===== config.mk =====
export PLATFORM = sky130hd
export DESIGN_NAME = sartd_top
export DESIGN_NICKNAME = d
export VERILOG_FILES = /design/src/rtl/sartd_pkg.sv /design/src/rtl/sartd_cmp_if.sv /design/src/rtl/sartd_cmp.sv /design/src/rtl/sartd_top.sv
export SDC_FILE = /design/constraint.sdc
export NUM_CORES = 1
export LEC_CHECK = 0
export BUFFER_PORTS_ARGS = -buffer_cell sky130_fd_sc_hd__buf_2
export CORE_ASPECT_RATIO = 1.2
export CORE_UTILIZATION = 30
export CTS_BUF_LIST = sky130_fd_sc_hd__clkbuf_4 sky130_fd_sc_hd__clkbuf_8
export DETAILED_ROUTE_END_ITERATION = 10
export PLACE_DENSITY = 0.42
export SYNTH_ARGS = -nofsm -noshare
export SYNTH_HDL_FRONTEND = slang
export SYNTH_SLANG_ARGS = --single-unit

===== constraint.sdc =====
create_clock -name clk -period 6.5 [get_ports clk]
set_input_delay 0.65 -clock clk [delete_from_list [all_inputs] [get_ports clk]]
set_output_delay 0.65 -clock clk [all_outputs]
set_load 0.02 [all_outputs]

===== src/rtl/sartd_pkg.sv =====
// Package: register map, field layout and timing constants of the threshold and debounce block
package sartd_pkg;
    // Register offsets (page-local 8-bit addresses)
    localparam logic [7:0] OFS_PEN_DB = 8'h14;
    localparam logic [7:0] OFS_FLAGS = 8'h15;
    localparam logic [7:0] OFS_A1MAX_H = 8'h16;
    localparam logic [7:0] OFS_A1MAX_L = 8'h17;
    localparam logic [7:0] OFS_A1MIN_H = 8'h18;
    localparam logic [7:0] OFS_A1MIN_L = 8'h19;
    localparam logic [7:0] OFS_A2MAX_H = 8'h1A;
    localparam logic [7:0] OFS_A2MAX_L = 8'h1B;
    localparam logic [7:0] OFS_A2MIN_H = 8'h1C;
    localparam logic [7:0] OFS_A2MIN_L = 8'h1D;
    localparam logic [7:0] OFS_TMAX_H = 8'h1E;
    localparam logic [7:0] OFS_TMAX_L = 8'h1F;
    localparam logic [7:0] OFS_TMIN_H = 8'h20;
    localparam logic [7:0] OFS_TMIN_L = 8'h21;
    localparam logic [7:0] OFS_DIV = 8'h10;
    // Field positions
    localparam int ENA_BIT = 4;
    localparam int DB_CODE_LSB = 0;
    localparam int DB_CODE_W = 3;
    localparam int FLG_A1MAX = 5;
    localparam int FLG_A1MIN = 4;
    localparam int FLG_A2MAX = 3;
    localparam int FLG_A2MIN = 2;
    localparam int FLG_TMAX = 1;
    localparam int FLG_TMIN = 0;
    // Reset values
    localparam logic [7:0] RST_REG = 8'h00;
    localparam logic [6:0] RST_DIV = 7'h01;
    // Timing: one debounce tick of the 1 MHz base is 8 us at code 001
    localparam int DB_BASE_US = 64;
    localparam int DB_TICKS = 8;
    localparam int DIV_ZERO_RATIO = 128;
    // Conversion source selector
    typedef enum logic [1:0] {
        SARTD_SRC_FIRST_AUX,
        SARTD_SRC_SECOND_AUX,
        SARTD_SRC_TEMP
    } sartd_src_e;
endpackage


===== src/rtl/sartd_cmp_if.sv =====
// Interface: one threshold comparison channel between the register file and the comparator
`timescale 1ns/100ps
interface sartd_cmp_if;
    logic max_en;
    logic min_en;
    logic [11:0] max_thr;
    logic [11:0] min_thr;
    logic [11:0] sample;
    logic strobe;
    logic hit_max;
    logic hit_min;
    modport owner (output max_en, min_en, max_thr, min_thr, sample, strobe,
        input hit_max, hit_min);
    modport cmp (input max_en, min_en, max_thr, min_thr, sample, strobe,
        output hit_max, hit_min);
endinterface


===== src/rtl/sartd_cmp.sv =====
// Threshold comparator for one measured channel
`timescale 1ns/100ps
module sartd_cmp (
    // Channel
    sartd_cmp_if.cmp ch
);
    import sartd_pkg::*;
    // Flag only on a finished conversion with the check enabled
    assign ch.hit_max = ch.strobe && ch.max_en && (ch.sample >= ch.max_thr);
    assign ch.hit_min = ch.strobe && ch.min_en && (ch.sample <= ch.min_thr);
endmodule


===== src/rtl/sartd_top.sv =====
// Pen-down debounce and SAR threshold flag block with its register window
`timescale 1ns/100ps
module sartd_top (
    // Clock and reset
    input wire logic clk,
    input wire logic sys_rst,
    // Register port
    input wire logic [7:0] reg_addr,
    input wire logic [7:0] reg_wdata,
    input wire logic reg_wr,
    input wire logic reg_rd,
    output logic [7:0] reg_rdata,
    // Time base select: 1 uses internal oscillator ticks
    input wire logic osc_sel,
    input wire logic osc_tick,
    // Pen detection
    input wire logic pen_raw,
    output logic pen_down,
    // Conversion results
    input wire logic conv_done,
    input wire sartd_pkg::sartd_src_e conv_src,
    input wire logic [11:0] conv_data,
    // Flags mirror
    output logic [5:0] flags
);
    import sartd_pkg::*;

    logic [7:0] regs_r [OFS_DIV:OFS_TMIN_L];
    logic [7:0] regs_nxt [OFS_DIV:OFS_TMIN_L];
    logic [5:0] flags_r, flags_nxt;
    logic [7:0] rdata_r, rdata_nxt;
    logic [2:0] pen_sync_r, pen_sync_nxt;
    logic pen_state_r, pen_state_nxt;
    logic [6:0] div_cnt_r, div_cnt_nxt;
    logic [9:0] pre_cnt_r, pre_cnt_nxt;
    logic [3:0] tick_cnt_r, tick_cnt_nxt;
    logic pen_out_r, pen_out_nxt;
    logic us_tick, db_tick;
    logic [2:0] code;
    logic [9:0] pre_len;
    logic [7:0] div_len;
    logic flag_read, reg_write;

    function automatic logic [11:0] thr(input logic [7:0] hi, input logic [7:0] lo);
        thr = {hi[3:0], lo};
    endfunction

    function automatic logic in_window(input logic [7:0] a);
        in_window = (a >= OFS_DIV) && (a <= OFS_TMIN_L);
    endfunction

    // Greater-or-equal so a shorter length written mid-count ends it at once
    function automatic logic at_end(input logic [9:0] cnt, input logic [9:0] len);
        at_end = (cnt >= len - 10'h001);
    endfunction

    // One channel per measured source, same comparator for each
    sartd_cmp_if a1_if();
    sartd_cmp_if a2_if();
    sartd_cmp_if t_if();

    assign a1_if.max_en = regs_r[OFS_A1MAX_H][ENA_BIT];
    assign a1_if.max_thr = thr(regs_r[OFS_A1MAX_H], regs_r[OFS_A1MAX_L]);
    assign a1_if.min_en = regs_r[OFS_A1MIN_H][ENA_BIT];
    assign a1_if.min_thr = thr(regs_r[OFS_A1MIN_H], regs_r[OFS_A1MIN_L]);
    assign a1_if.sample = conv_data;
    assign a1_if.strobe = conv_done && (conv_src == SARTD_SRC_FIRST_AUX);
    assign a2_if.max_en = regs_r[OFS_A2MAX_H][ENA_BIT];
    assign a2_if.max_thr = thr(regs_r[OFS_A2MAX_H], regs_r[OFS_A2MAX_L]);
    assign a2_if.min_en = regs_r[OFS_A2MIN_H][ENA_BIT];
    assign a2_if.min_thr = thr(regs_r[OFS_A2MIN_H], regs_r[OFS_A2MIN_L]);
    assign a2_if.sample = conv_data;
    assign a2_if.strobe = conv_done && (conv_src == SARTD_SRC_SECOND_AUX);
    // Either sensor lands here; the scan logic picks which one converts
    assign t_if.max_en = regs_r[OFS_TMAX_H][ENA_BIT];
    assign t_if.max_thr = thr(regs_r[OFS_TMAX_H], regs_r[OFS_TMAX_L]);
    assign t_if.min_en = regs_r[OFS_TMIN_H][ENA_BIT];
    assign t_if.min_thr = thr(regs_r[OFS_TMIN_H], regs_r[OFS_TMIN_L]);
    assign t_if.sample = conv_data;
    assign t_if.strobe = conv_done && (conv_src == SARTD_SRC_TEMP);

    sartd_cmp u_a1 (.ch(a1_if));
    sartd_cmp u_a2 (.ch(a2_if));
    sartd_cmp u_t (.ch(t_if));

    // Register file and sticky flags
    assign flag_read = reg_rd && (reg_addr == OFS_FLAGS);
    // Flag register holds no stored byte; writes there are dropped
    assign reg_write = reg_wr && in_window(reg_addr) && (reg_addr != OFS_FLAGS);
    always_comb begin
        logic [5:0] hits;
        hits = '0;
        regs_nxt = regs_r;
        flags_nxt = flags_r;
        rdata_nxt = rdata_r;
        hits[FLG_A1MAX] = a1_if.hit_max;
        hits[FLG_A1MIN] = a1_if.hit_min;
        hits[FLG_A2MAX] = a2_if.hit_max;
        hits[FLG_A2MIN] = a2_if.hit_min;
        hits[FLG_TMAX] = t_if.hit_max;
        hits[FLG_TMIN] = t_if.hit_min;
        if (reg_rd) begin
            if (in_window(reg_addr)) begin
                rdata_nxt = regs_r[reg_addr];
            end else begin
                rdata_nxt = 8'h00;
            end
        end
        // Reserved bits 7:6 always read back as zero
        if (flag_read) begin
            rdata_nxt = {2'b00, flags_r};
            flags_nxt = 6'h00;
        end
        // Set after clear so an event in the read cycle survives
        flags_nxt = flags_nxt | hits;
        if (reg_write) begin
            regs_nxt[reg_addr] = reg_wdata;
        end
    end

    always_ff @(posedge clk or posedge sys_rst) begin
        if (sys_rst) begin
            for (int i = OFS_DIV; i <= OFS_TMIN_L; i++) begin
                regs_r[i] <= RST_REG;
            end
            // Divider resets to one, every other byte to zero
            regs_r[OFS_DIV] <= {1'b0, RST_DIV};
            flags_r <= 6'h00;
            rdata_r <= 8'h00;
        end else begin
            regs_r <= regs_nxt;
            flags_r <= flags_nxt;
            rdata_r <= rdata_nxt;
        end
    end

    // Debounce time base and counter
    assign code = regs_r[OFS_PEN_DB][DB_CODE_LSB +: DB_CODE_W];
    // Zero divider code stands for the largest ratio
    assign div_len = (regs_r[OFS_DIV][6:0] == 7'h00) ? 8'(DIV_ZERO_RATIO)
        : {1'b0, regs_r[OFS_DIV][6:0]};
    assign us_tick = osc_sel ? osc_tick : at_end({3'h0, div_cnt_r}, {2'h0, div_len});
    // Tick every duration/8: base 8 units at code 001, doubling per code
    assign pre_len = 10'((DB_BASE_US / DB_TICKS) << (code - 3'h1));
    assign db_tick = us_tick && at_end(pre_cnt_r, pre_len);

    always_comb begin
        // Three stages; a level counts once stages two and three agree
        pen_sync_nxt = {pen_sync_r[1:0], pen_raw};
        pen_state_nxt = pen_state_r;
        if (pen_sync_r[2] == pen_sync_r[1]) begin
            pen_state_nxt = pen_sync_r[2];
        end
        div_cnt_nxt = div_cnt_r;
        if (!osc_sel) begin
            div_cnt_nxt = us_tick ? 7'h00 : div_cnt_r + 7'h01;
        end
        pre_cnt_nxt = pre_cnt_r;
        tick_cnt_nxt = tick_cnt_r;
        pen_out_nxt = pen_out_r;
        // Any drop of the settled pen restarts the whole count
        if (!pen_state_r) begin
            pre_cnt_nxt = 10'h000;
            tick_cnt_nxt = 4'h0;
            pen_out_nxt = 1'b0;
        end else if (code == 3'h0) begin
            pen_out_nxt = 1'b1;
        end else if (!pen_out_r && us_tick) begin
            pre_cnt_nxt = db_tick ? 10'h000 : pre_cnt_r + 10'h001;
            if (db_tick) begin
                tick_cnt_nxt = tick_cnt_r + 4'h1;
                if (tick_cnt_r == 4'(DB_TICKS - 1)) begin
                    pen_out_nxt = 1'b1;
                end
            end
        end
    end

    always_ff @(posedge clk or posedge sys_rst) begin
        if (sys_rst) begin
            pen_sync_r <= 3'h0;
            pen_state_r <= 1'b0;
            div_cnt_r <= 7'h00;
            pre_cnt_r <= 10'h000;
            tick_cnt_r <= 4'h0;
            pen_out_r <= 1'b0;
        end else begin
            pen_sync_r <= pen_sync_nxt;
            pen_state_r <= pen_state_nxt;
            div_cnt_r <= div_cnt_nxt;
            pre_cnt_r <= pre_cnt_nxt;
            tick_cnt_r <= tick_cnt_nxt;
            pen_out_r <= pen_out_nxt;
        end
    end

    assign reg_rdata = rdata_r;
    assign pen_down = pen_out_r;
    assign flags = flags_r;
endmodule


==> run summary, run 1 <==
outcome: finished, final reports clean
Setup TNS Final: 0 ns
skew final: 0.0207 ns
DR pass1 iterations: 4
final setup margin: 2.68 ns
top cells by area, synth: dfrtp_1 42%, mux2_2 13%, ha_1 10%, inv_1 3.0%, mux4_2 2.9%
Seq pwr share: 50.6%
initial core utilization: 30.8%
Iter 0 DRT Violations: 507
cell class contributing the biggest share of worst-path delay: compound AO/OA/AOI/OAI gates
vias in the first global route: 8084
CP startpoint: regs_r[139]
hold wc startpoint: pen_raw
Fmax: 262 MHz
Post-route DRC: 0
Site Rows: 75
Combinational Power Share: 16.8%
Async SR Flop Fraction: 100%
Post-synth EDFFs: 0
Nets: 1169
P_int: 1750 uW
CTS max path bufs: 2
gr busiest metal: met2
cts hold-fix bufs: 0
VDD IR max: 123 uV
PortBufs: 52
TritonCTS clock tree: done
share of the synthesized area in the top cell type: 42.2%
routed wire length: 32.5 mm
die height: 210 microns
Setup crit end kind: flop
worst path cell trace: nor4_2 -> nand2_1 -> nor2_1 -> a21oi_1 -> nor4_1 -> xnor2_1 -> ha_1 -> a21o_1 -> a221o_1 -> o21a_4 -> o21bai_4 -> nand2b_1 -> o22ai_1
slowest CP cell: dfrtp_1
reg-to-reg startpoint: regs_r[139]
RR Endpoint: pre_cnt_r[3]
P&R area growth vs syn: 9.50%
final hold slack: 0.267 ns
HPWL after DPL: 23.9 mm
met3 Use GR: 2.81%
Root Buffer: clkbuf_8
chip width: 176 microns
WP data required: 6.86 ns
Inst Count DP: 1483
htree depth: 4
clk_lat worst skew: 0.49 ns
largest net degree at the start of global routing: 134
Tightest Hold Check Type: input port to flop
Pins Over Slew Limit: 0
reg2reg path depth: 13
TritonCTS Buffers: 17
All-Layer GR Usage: 18.5%
crit-path max cell delay: 0.48 ns
CP startpoint kind: flop
P_sw: 752 uW
final std cells w/o fill: 1515
Cell variety after synth: 70
Syn. warnings: 0
CP Capture Point: pre_cnt_r[3]
gpl congestion: 0.841
wire per inst: 21.5 microns
Max Cap Violations: 0
crit path max fanout: 20
power per standard cell area: 210 mW/mm^2
mapped cell area: 0.0109 sq mm
number of diodes: 0
sequential fraction of the synthesis area: 42.4%
RSZ-0062 raised after global routing: no
vias per cell: 5.11
critical setup path kind: flop to flop
slew margin rel.: 24.2%
Setup Fix Bufs, Post-CTS: 0
clock network fraction of design power: 32.7%
met1 Use GR: 24.0%
Worst R2R Setup Slack: 2.68 ns
Arr. time, crit path: 4.17 ns
area leader, netlist: dfrtp_1
CTS clk-pin slew, worst paths: 0.10 ns
crit path time final: 3.82 ns
worst-margin pin slew: 1.13 ns
Sw Share: 30.1%
core footprint: 0.0353 sq mm
Main synth FF type: dfrtp_1
Yosys reg bits: 184
layout cells sized above 1: 23.7%
die area: 0.0370 sq mm
I/O pin total: 53
Synth Area per Inst: 10.7 sq um
Leakage: 0.00550 uW
CTS Sinks: 184
Mapped Cells: 1013
first-pass GRT wire length: 50.7 mm
Levels on crit path: 13
initial antenna violation count: 1
Resized Gates After CTS: 0
DR vias: 7747
grt ovf: 0
pre-CTS setup slack: 2.72 ns
Tcrit/Tclk final: 58.7%
Synth Net Count: 1142
Final ANT Viol Nets: 0
setup violators final: 0
Tot Pwr: 2500 uW
Bufs and invs on worst path: 0
Final Hold Viols: 0
GR Layer Usage met2: 31.6%
-- sequential cells by signal, summed over array words and instances (netlist names), 3 cells and up --
name and count:
tick_cnt_r 4, code 3, pen_sync_r 3, regs_r 89, a1_if.max_thr 12, a2_if.max_thr 12, a2_if.min_thr 12, pre_cnt_r 10
reg_rdata 8, div_cnt_r 7, a1_if.min_thr 12, flags 6
-- cell usage after synthesis (10+ instances only) --
library cell	number
dfrtp_1	183
mux2_2	121
ha_1	91
inv_1	86
nand2_1	81
o21ai_0	46
a21oi_1	43
nor2_1	38
mux2i_1	25
clkbuf_1	24
nand3_1	19
o22ai_1	17
a21o_1	16
buf_2	15
mux4_2	14
nor2b_1	13
nand2b_1	10
-- layout make-up --
cell class | instances | area [sq um]
Inverter | 86 | 330
Multi-Input combinational cell | 692 | 5660
Clock buffer | 21 | 277
Tap cell | 462 | 578
Timing Repair Buffer | 59 | 315
Clock inverter | 11 | 120
Sequential cell | 184 | 4610
Fill cell | 3685 | 23400
-- logic make-up (layout without fill, tap and decap cells) --
| logic type | Yosys count | after routing | synth area share (%) |
|---|---|---|---|
| compound gates | 205 | 205 | 12.6 |
| xor+xnor | 10 | 10 | 0.807 |
| fa+ha+maj | 92 | 92 | 10.6 |
| buf+inv | 137 | 177 | 5.43 |
| flops | 184 | 184 | 42.4 |
| mux | 160 | 160 | 17.8 |
| simple gates | 225 | 225 | 10.4 |
-- worst register-to-register path, stage by stage (launching register included) --
cell	delay, ns
dfrtp_1	0.48
nor4_2	0.46
nand2_1	0.16
nor2_1	0.11
a21oi_1	0.06
nor4_1	0.24
xnor2_1	0.17
ha_1	0.26
a21o_1	0.19
a221o_1	0.37
o21a_4	0.26
o21bai_4	0.41
nand2b_1	0.38
o22ai_1	0.13
-- layout by cell type (no fill, tap or decap), drive strengths merged, types with 10 or more instances in the layout --
master | netlist | routed
dfrtp | 183 | 183
mux2 | 121 | 121
ha | 91 | 91
inv | 86 | 88
nand2 | 81 | 81
buf | 27 | 59
o21ai | 48 | 48
nor2 | 45 | 45
a21oi | 44 | 44
mux2i | 25 | 25
clkbuf | 24 | 21
nand3 | 19 | 19
o22ai | 17 | 17
a21o | 16 | 16
mux4 | 14 | 14
nor2b | 13 | 13
nand2b | 10 | 10
or3 | 10 | 10
o21a | 10 | 10
-- stage by stage --
stage                     instance area [sq um]  util, %
after floorplan                           10900        -
after global placement                    11500     32.6
after detailed placement                  11500     32.6
after CTS                                 11900     33.7
after global routing                      11900     33.7
final                                     11900     33.7
-- power groups by stage --
| stage | combinational (uW) | sequential (uW) | clock (uW) |
|---|---|---|---|
| after floorplan | 297 | 1270 | 0 |
| after global placement | 424 | 1290 | 0 |
| after detailed placement | 428 | 1290 | 0 |
| after CTS | 429 | 1260 | 848 |
| after global routing | 482 | 1270 | 889 |
| final | 419 | 1260 | 817 |
-- metal layers --
layer / share of wire [%] / up-vias
li1: - / 3716
met1: 45 / 3865
met2: 50 / 129
met3: 2.7 / 35
met4: 2.2 / 2
met5: 0.025 / -
-- worst min-delay path by stage --
stage | to | depth (start not counted)
floorplan | pen_sync_r[1] | 0
global placement | pen_sync_r[1] | 0
detailed placement | pen_sync_r[1] | 0
CTS | pen_sync_r[0] | 1
global route | pen_sync_r[0] | 1
finish | pen_sync_r[0] | 1
No activity file was read; power rests on OpenSTA's default activity.
==> inputs of run 2 (changes only) <==
==> constraint.sdc (replaced) <==
create_clock -name clk -period 3.53 [get_ports clk]
set_input_delay 0.353 -clock clk [delete_from_list [all_inputs] [get_ports clk]]
set_output_delay 0.353 -clock clk [all_outputs]
set_load 0.02 [all_outputs]
==> run 2 against run 1 <==
- combinational power rose by 92%
- flip-flop and latch count unchanged
- register-to-register slack got worse by 2.5 ns
- first-iteration DRC count decreased by 19%
- clock power increased by 81%
- cell area up 1.8%
- sequential power grew 84%
- maximum frequency up 15%
- wire length is 0.81% higher
- hold slack worse by 0.096 ns
- cell count grew 1.5%
- largest cell class unchanged
- worst setup slack lost 2.5 ns
==> run summary, run 2 (synthesized netlist as in run 1, its figures left out) <==
outcome: finished, final reports clean
CTS clk-pin slew, worst paths: 0.12 ns
Nets: 1191
gr busiest metal: met2
most common cell after layout, fill and taps aside: dfrtp_1
crit path time final: 3.33 ns
htree depth: 4
Tightest Hold Check Type: input port to flop
All-Layer GR Usage: 18.7%
Seq pwr share: 50.4%
largest net degree at the start of global routing: 80
number of diodes: 0
setup violators final: 0
gpl congestion: 0.872
routed wire length: 32.8 mm
VDD IR max: 218 uV
chip width: 176 microns
Arr. time, crit path: 3.75 ns
crit path max fanout: 9
initial core utilization: 30.8%
worst-margin pin slew: 0.874 ns
RSZ-0062 raised after global routing: no
clk_lat worst skew: 0.51 ns
TritonCTS Buffers: 17
Tcrit/Tclk final: 94.2%
Sw Share: 31.2%
most frequent cells in the layout: 183 x dfrtp_1, 121 x mux2_2, 91 x ha_1, 85 x inv_1, 81 x nand2_1
core footprint: 0.0353 sq mm
Setup TNS Final: 0 ns
layout cells sized above 1: 25.2%
vias in the first global route: 8210
DR pass1 iterations: 4
final design instance area without fill: 0.0121 sq mm
WP data required: 3.96 ns
CP startpoint kind: flop
TritonCTS clock tree: done
CTS Sinks: 184
Max Cap Violations: 0
Inst Count DP: 1502
critical setup path kind: flop to flop
clock network fraction of design power: 32.1%
CTS max path bufs: 2
Final ANT Viol Nets: 0
placed inst area: 0.0117 sq mm
Combinational Power Share: 17.5%
Post-route DRC: 0
Setup crit end kind: flop
P_sw: 1440 uW
power per standard cell area: 381 mW/mm^2
vias per cell: 5.13
Site Rows: 75
met1 Use GR: 23.2%
Final Hold Viols: 0
initial antenna violation count: 0
met3 Use GR: 2.83%
HPWL after DPL: 24.4 mm
PortBufs: 52
Pins Over Slew Limit: 0
Fmax: 301 MHz
Root Buffer: clkbuf_8
GR Layer Usage met2: 32.6%
first-pass GRT wire length: 50.7 mm
register with the most flip-flops: regs_r
I/O pin total: 53
slew margin rel.: 41.6%
Tot Pwr: 4610 uW
wire per inst: 21.3 microns
Leakage: 0.00561 uW
Worst R2R Setup Slack: 0.20 ns
P&R area growth vs syn: 11.4%
fillers: 3651
max reg flops: 89
Iter 0 DRT Violations: 409
final std cells w/o fill: 1537
skew final: 0.0209 ns
P_int: 3170 uW
grt ovf: 0
DR vias: 7884
Final Util: 34.3%
die area: 0.0370 sq mm
die height: 210 microns
run 2: final cells by class:
cell class | count | area (sq um) | share of cell area [%]
Inverter | 86 | 327 | 2.70
Timing Repair Buffer | 81 | 523 | 4.32
Multi-Input combinational cell | 692 | 5680 | 46.9
Clock inverter | 12 | 118 | 0.972
Sequential cell | 184 | 4610 | 38.1
Clock buffer | 20 | 269 | 2.22
Tap cell | 462 | 578 | 4.78
run 2: final timing paths:
kind	from	end	cells past startpoint
worst max-delay path	regs_r[136]	pre_cnt_r[9]	15
worst min-delay path	reg_rd	reg_rdata[5]	2
worst max register to register	regs_r[136]	pre_cnt_r[9]	15
worst min register to register	pen_sync_r[0]	pen_sync_r[1]	0
max in group asynchronous	sys_rst	regs_r[103]	4
min in group asynchronous	sys_rst	a1_if.max_thr[1]	3
run 2: through the flow:
stage / setup slack, ns / hold WS, ns
after floorplan: 0.367 / 0.331
after global placement: 0.202 / 0.335
after detailed placement: 0.106 / 0.336
after CTS: 0.103 / 0.115
after global routing: 0.0186 / 0.132
final: 0.204 / 0.171
run 2: critical path: stages, from the launching register on:
cell      delay (ns)
dfstp_2         0.56
inv_1           0.07
ha_1            0.25
nand2_1         0.12
nor2_1          0.05
a21oi_1         0.17
nor4_1          0.08
xnor2_1         0.13
ha_1            0.30
and3_1          0.19
nor3b_4         0.23
o21a_4          0.20
o21bai_4        0.08
buf_4           0.16
or4b_1          0.50
a31oi_1         0.13
run 2: per-layer routing:
| metal | up-vias | part of all wire [%] |
|---|---|---|
| li1 | 3747 | - |
| met1 | 3959 | 44 |
| met2 | 139 | 51 |
| met3 | 39 | 2.9 |
| met4 | 0 | 2.5 |
| met5 | - | 0 |
run 2: power by group through the flow:
stage / Clock, uW / Combinational, uW / Sequential [uW]
finish: 1480 / 805 / 2320
global route: 1610 / 909 / 2340
global placement: 0 / 795 / 2370
detailed placement: 0 / 805 / 2370
floorplan: 0 / 548 / 2330
CTS: 1540 / 810 / 2320
run 2: repair_timing:
item,CTS,global route
buffers inserted,0,1
resized for setup,0,3
endpoints found under the hold margin,29,0
endpoints found under the setup margin,0,15
hold buffers,2,0
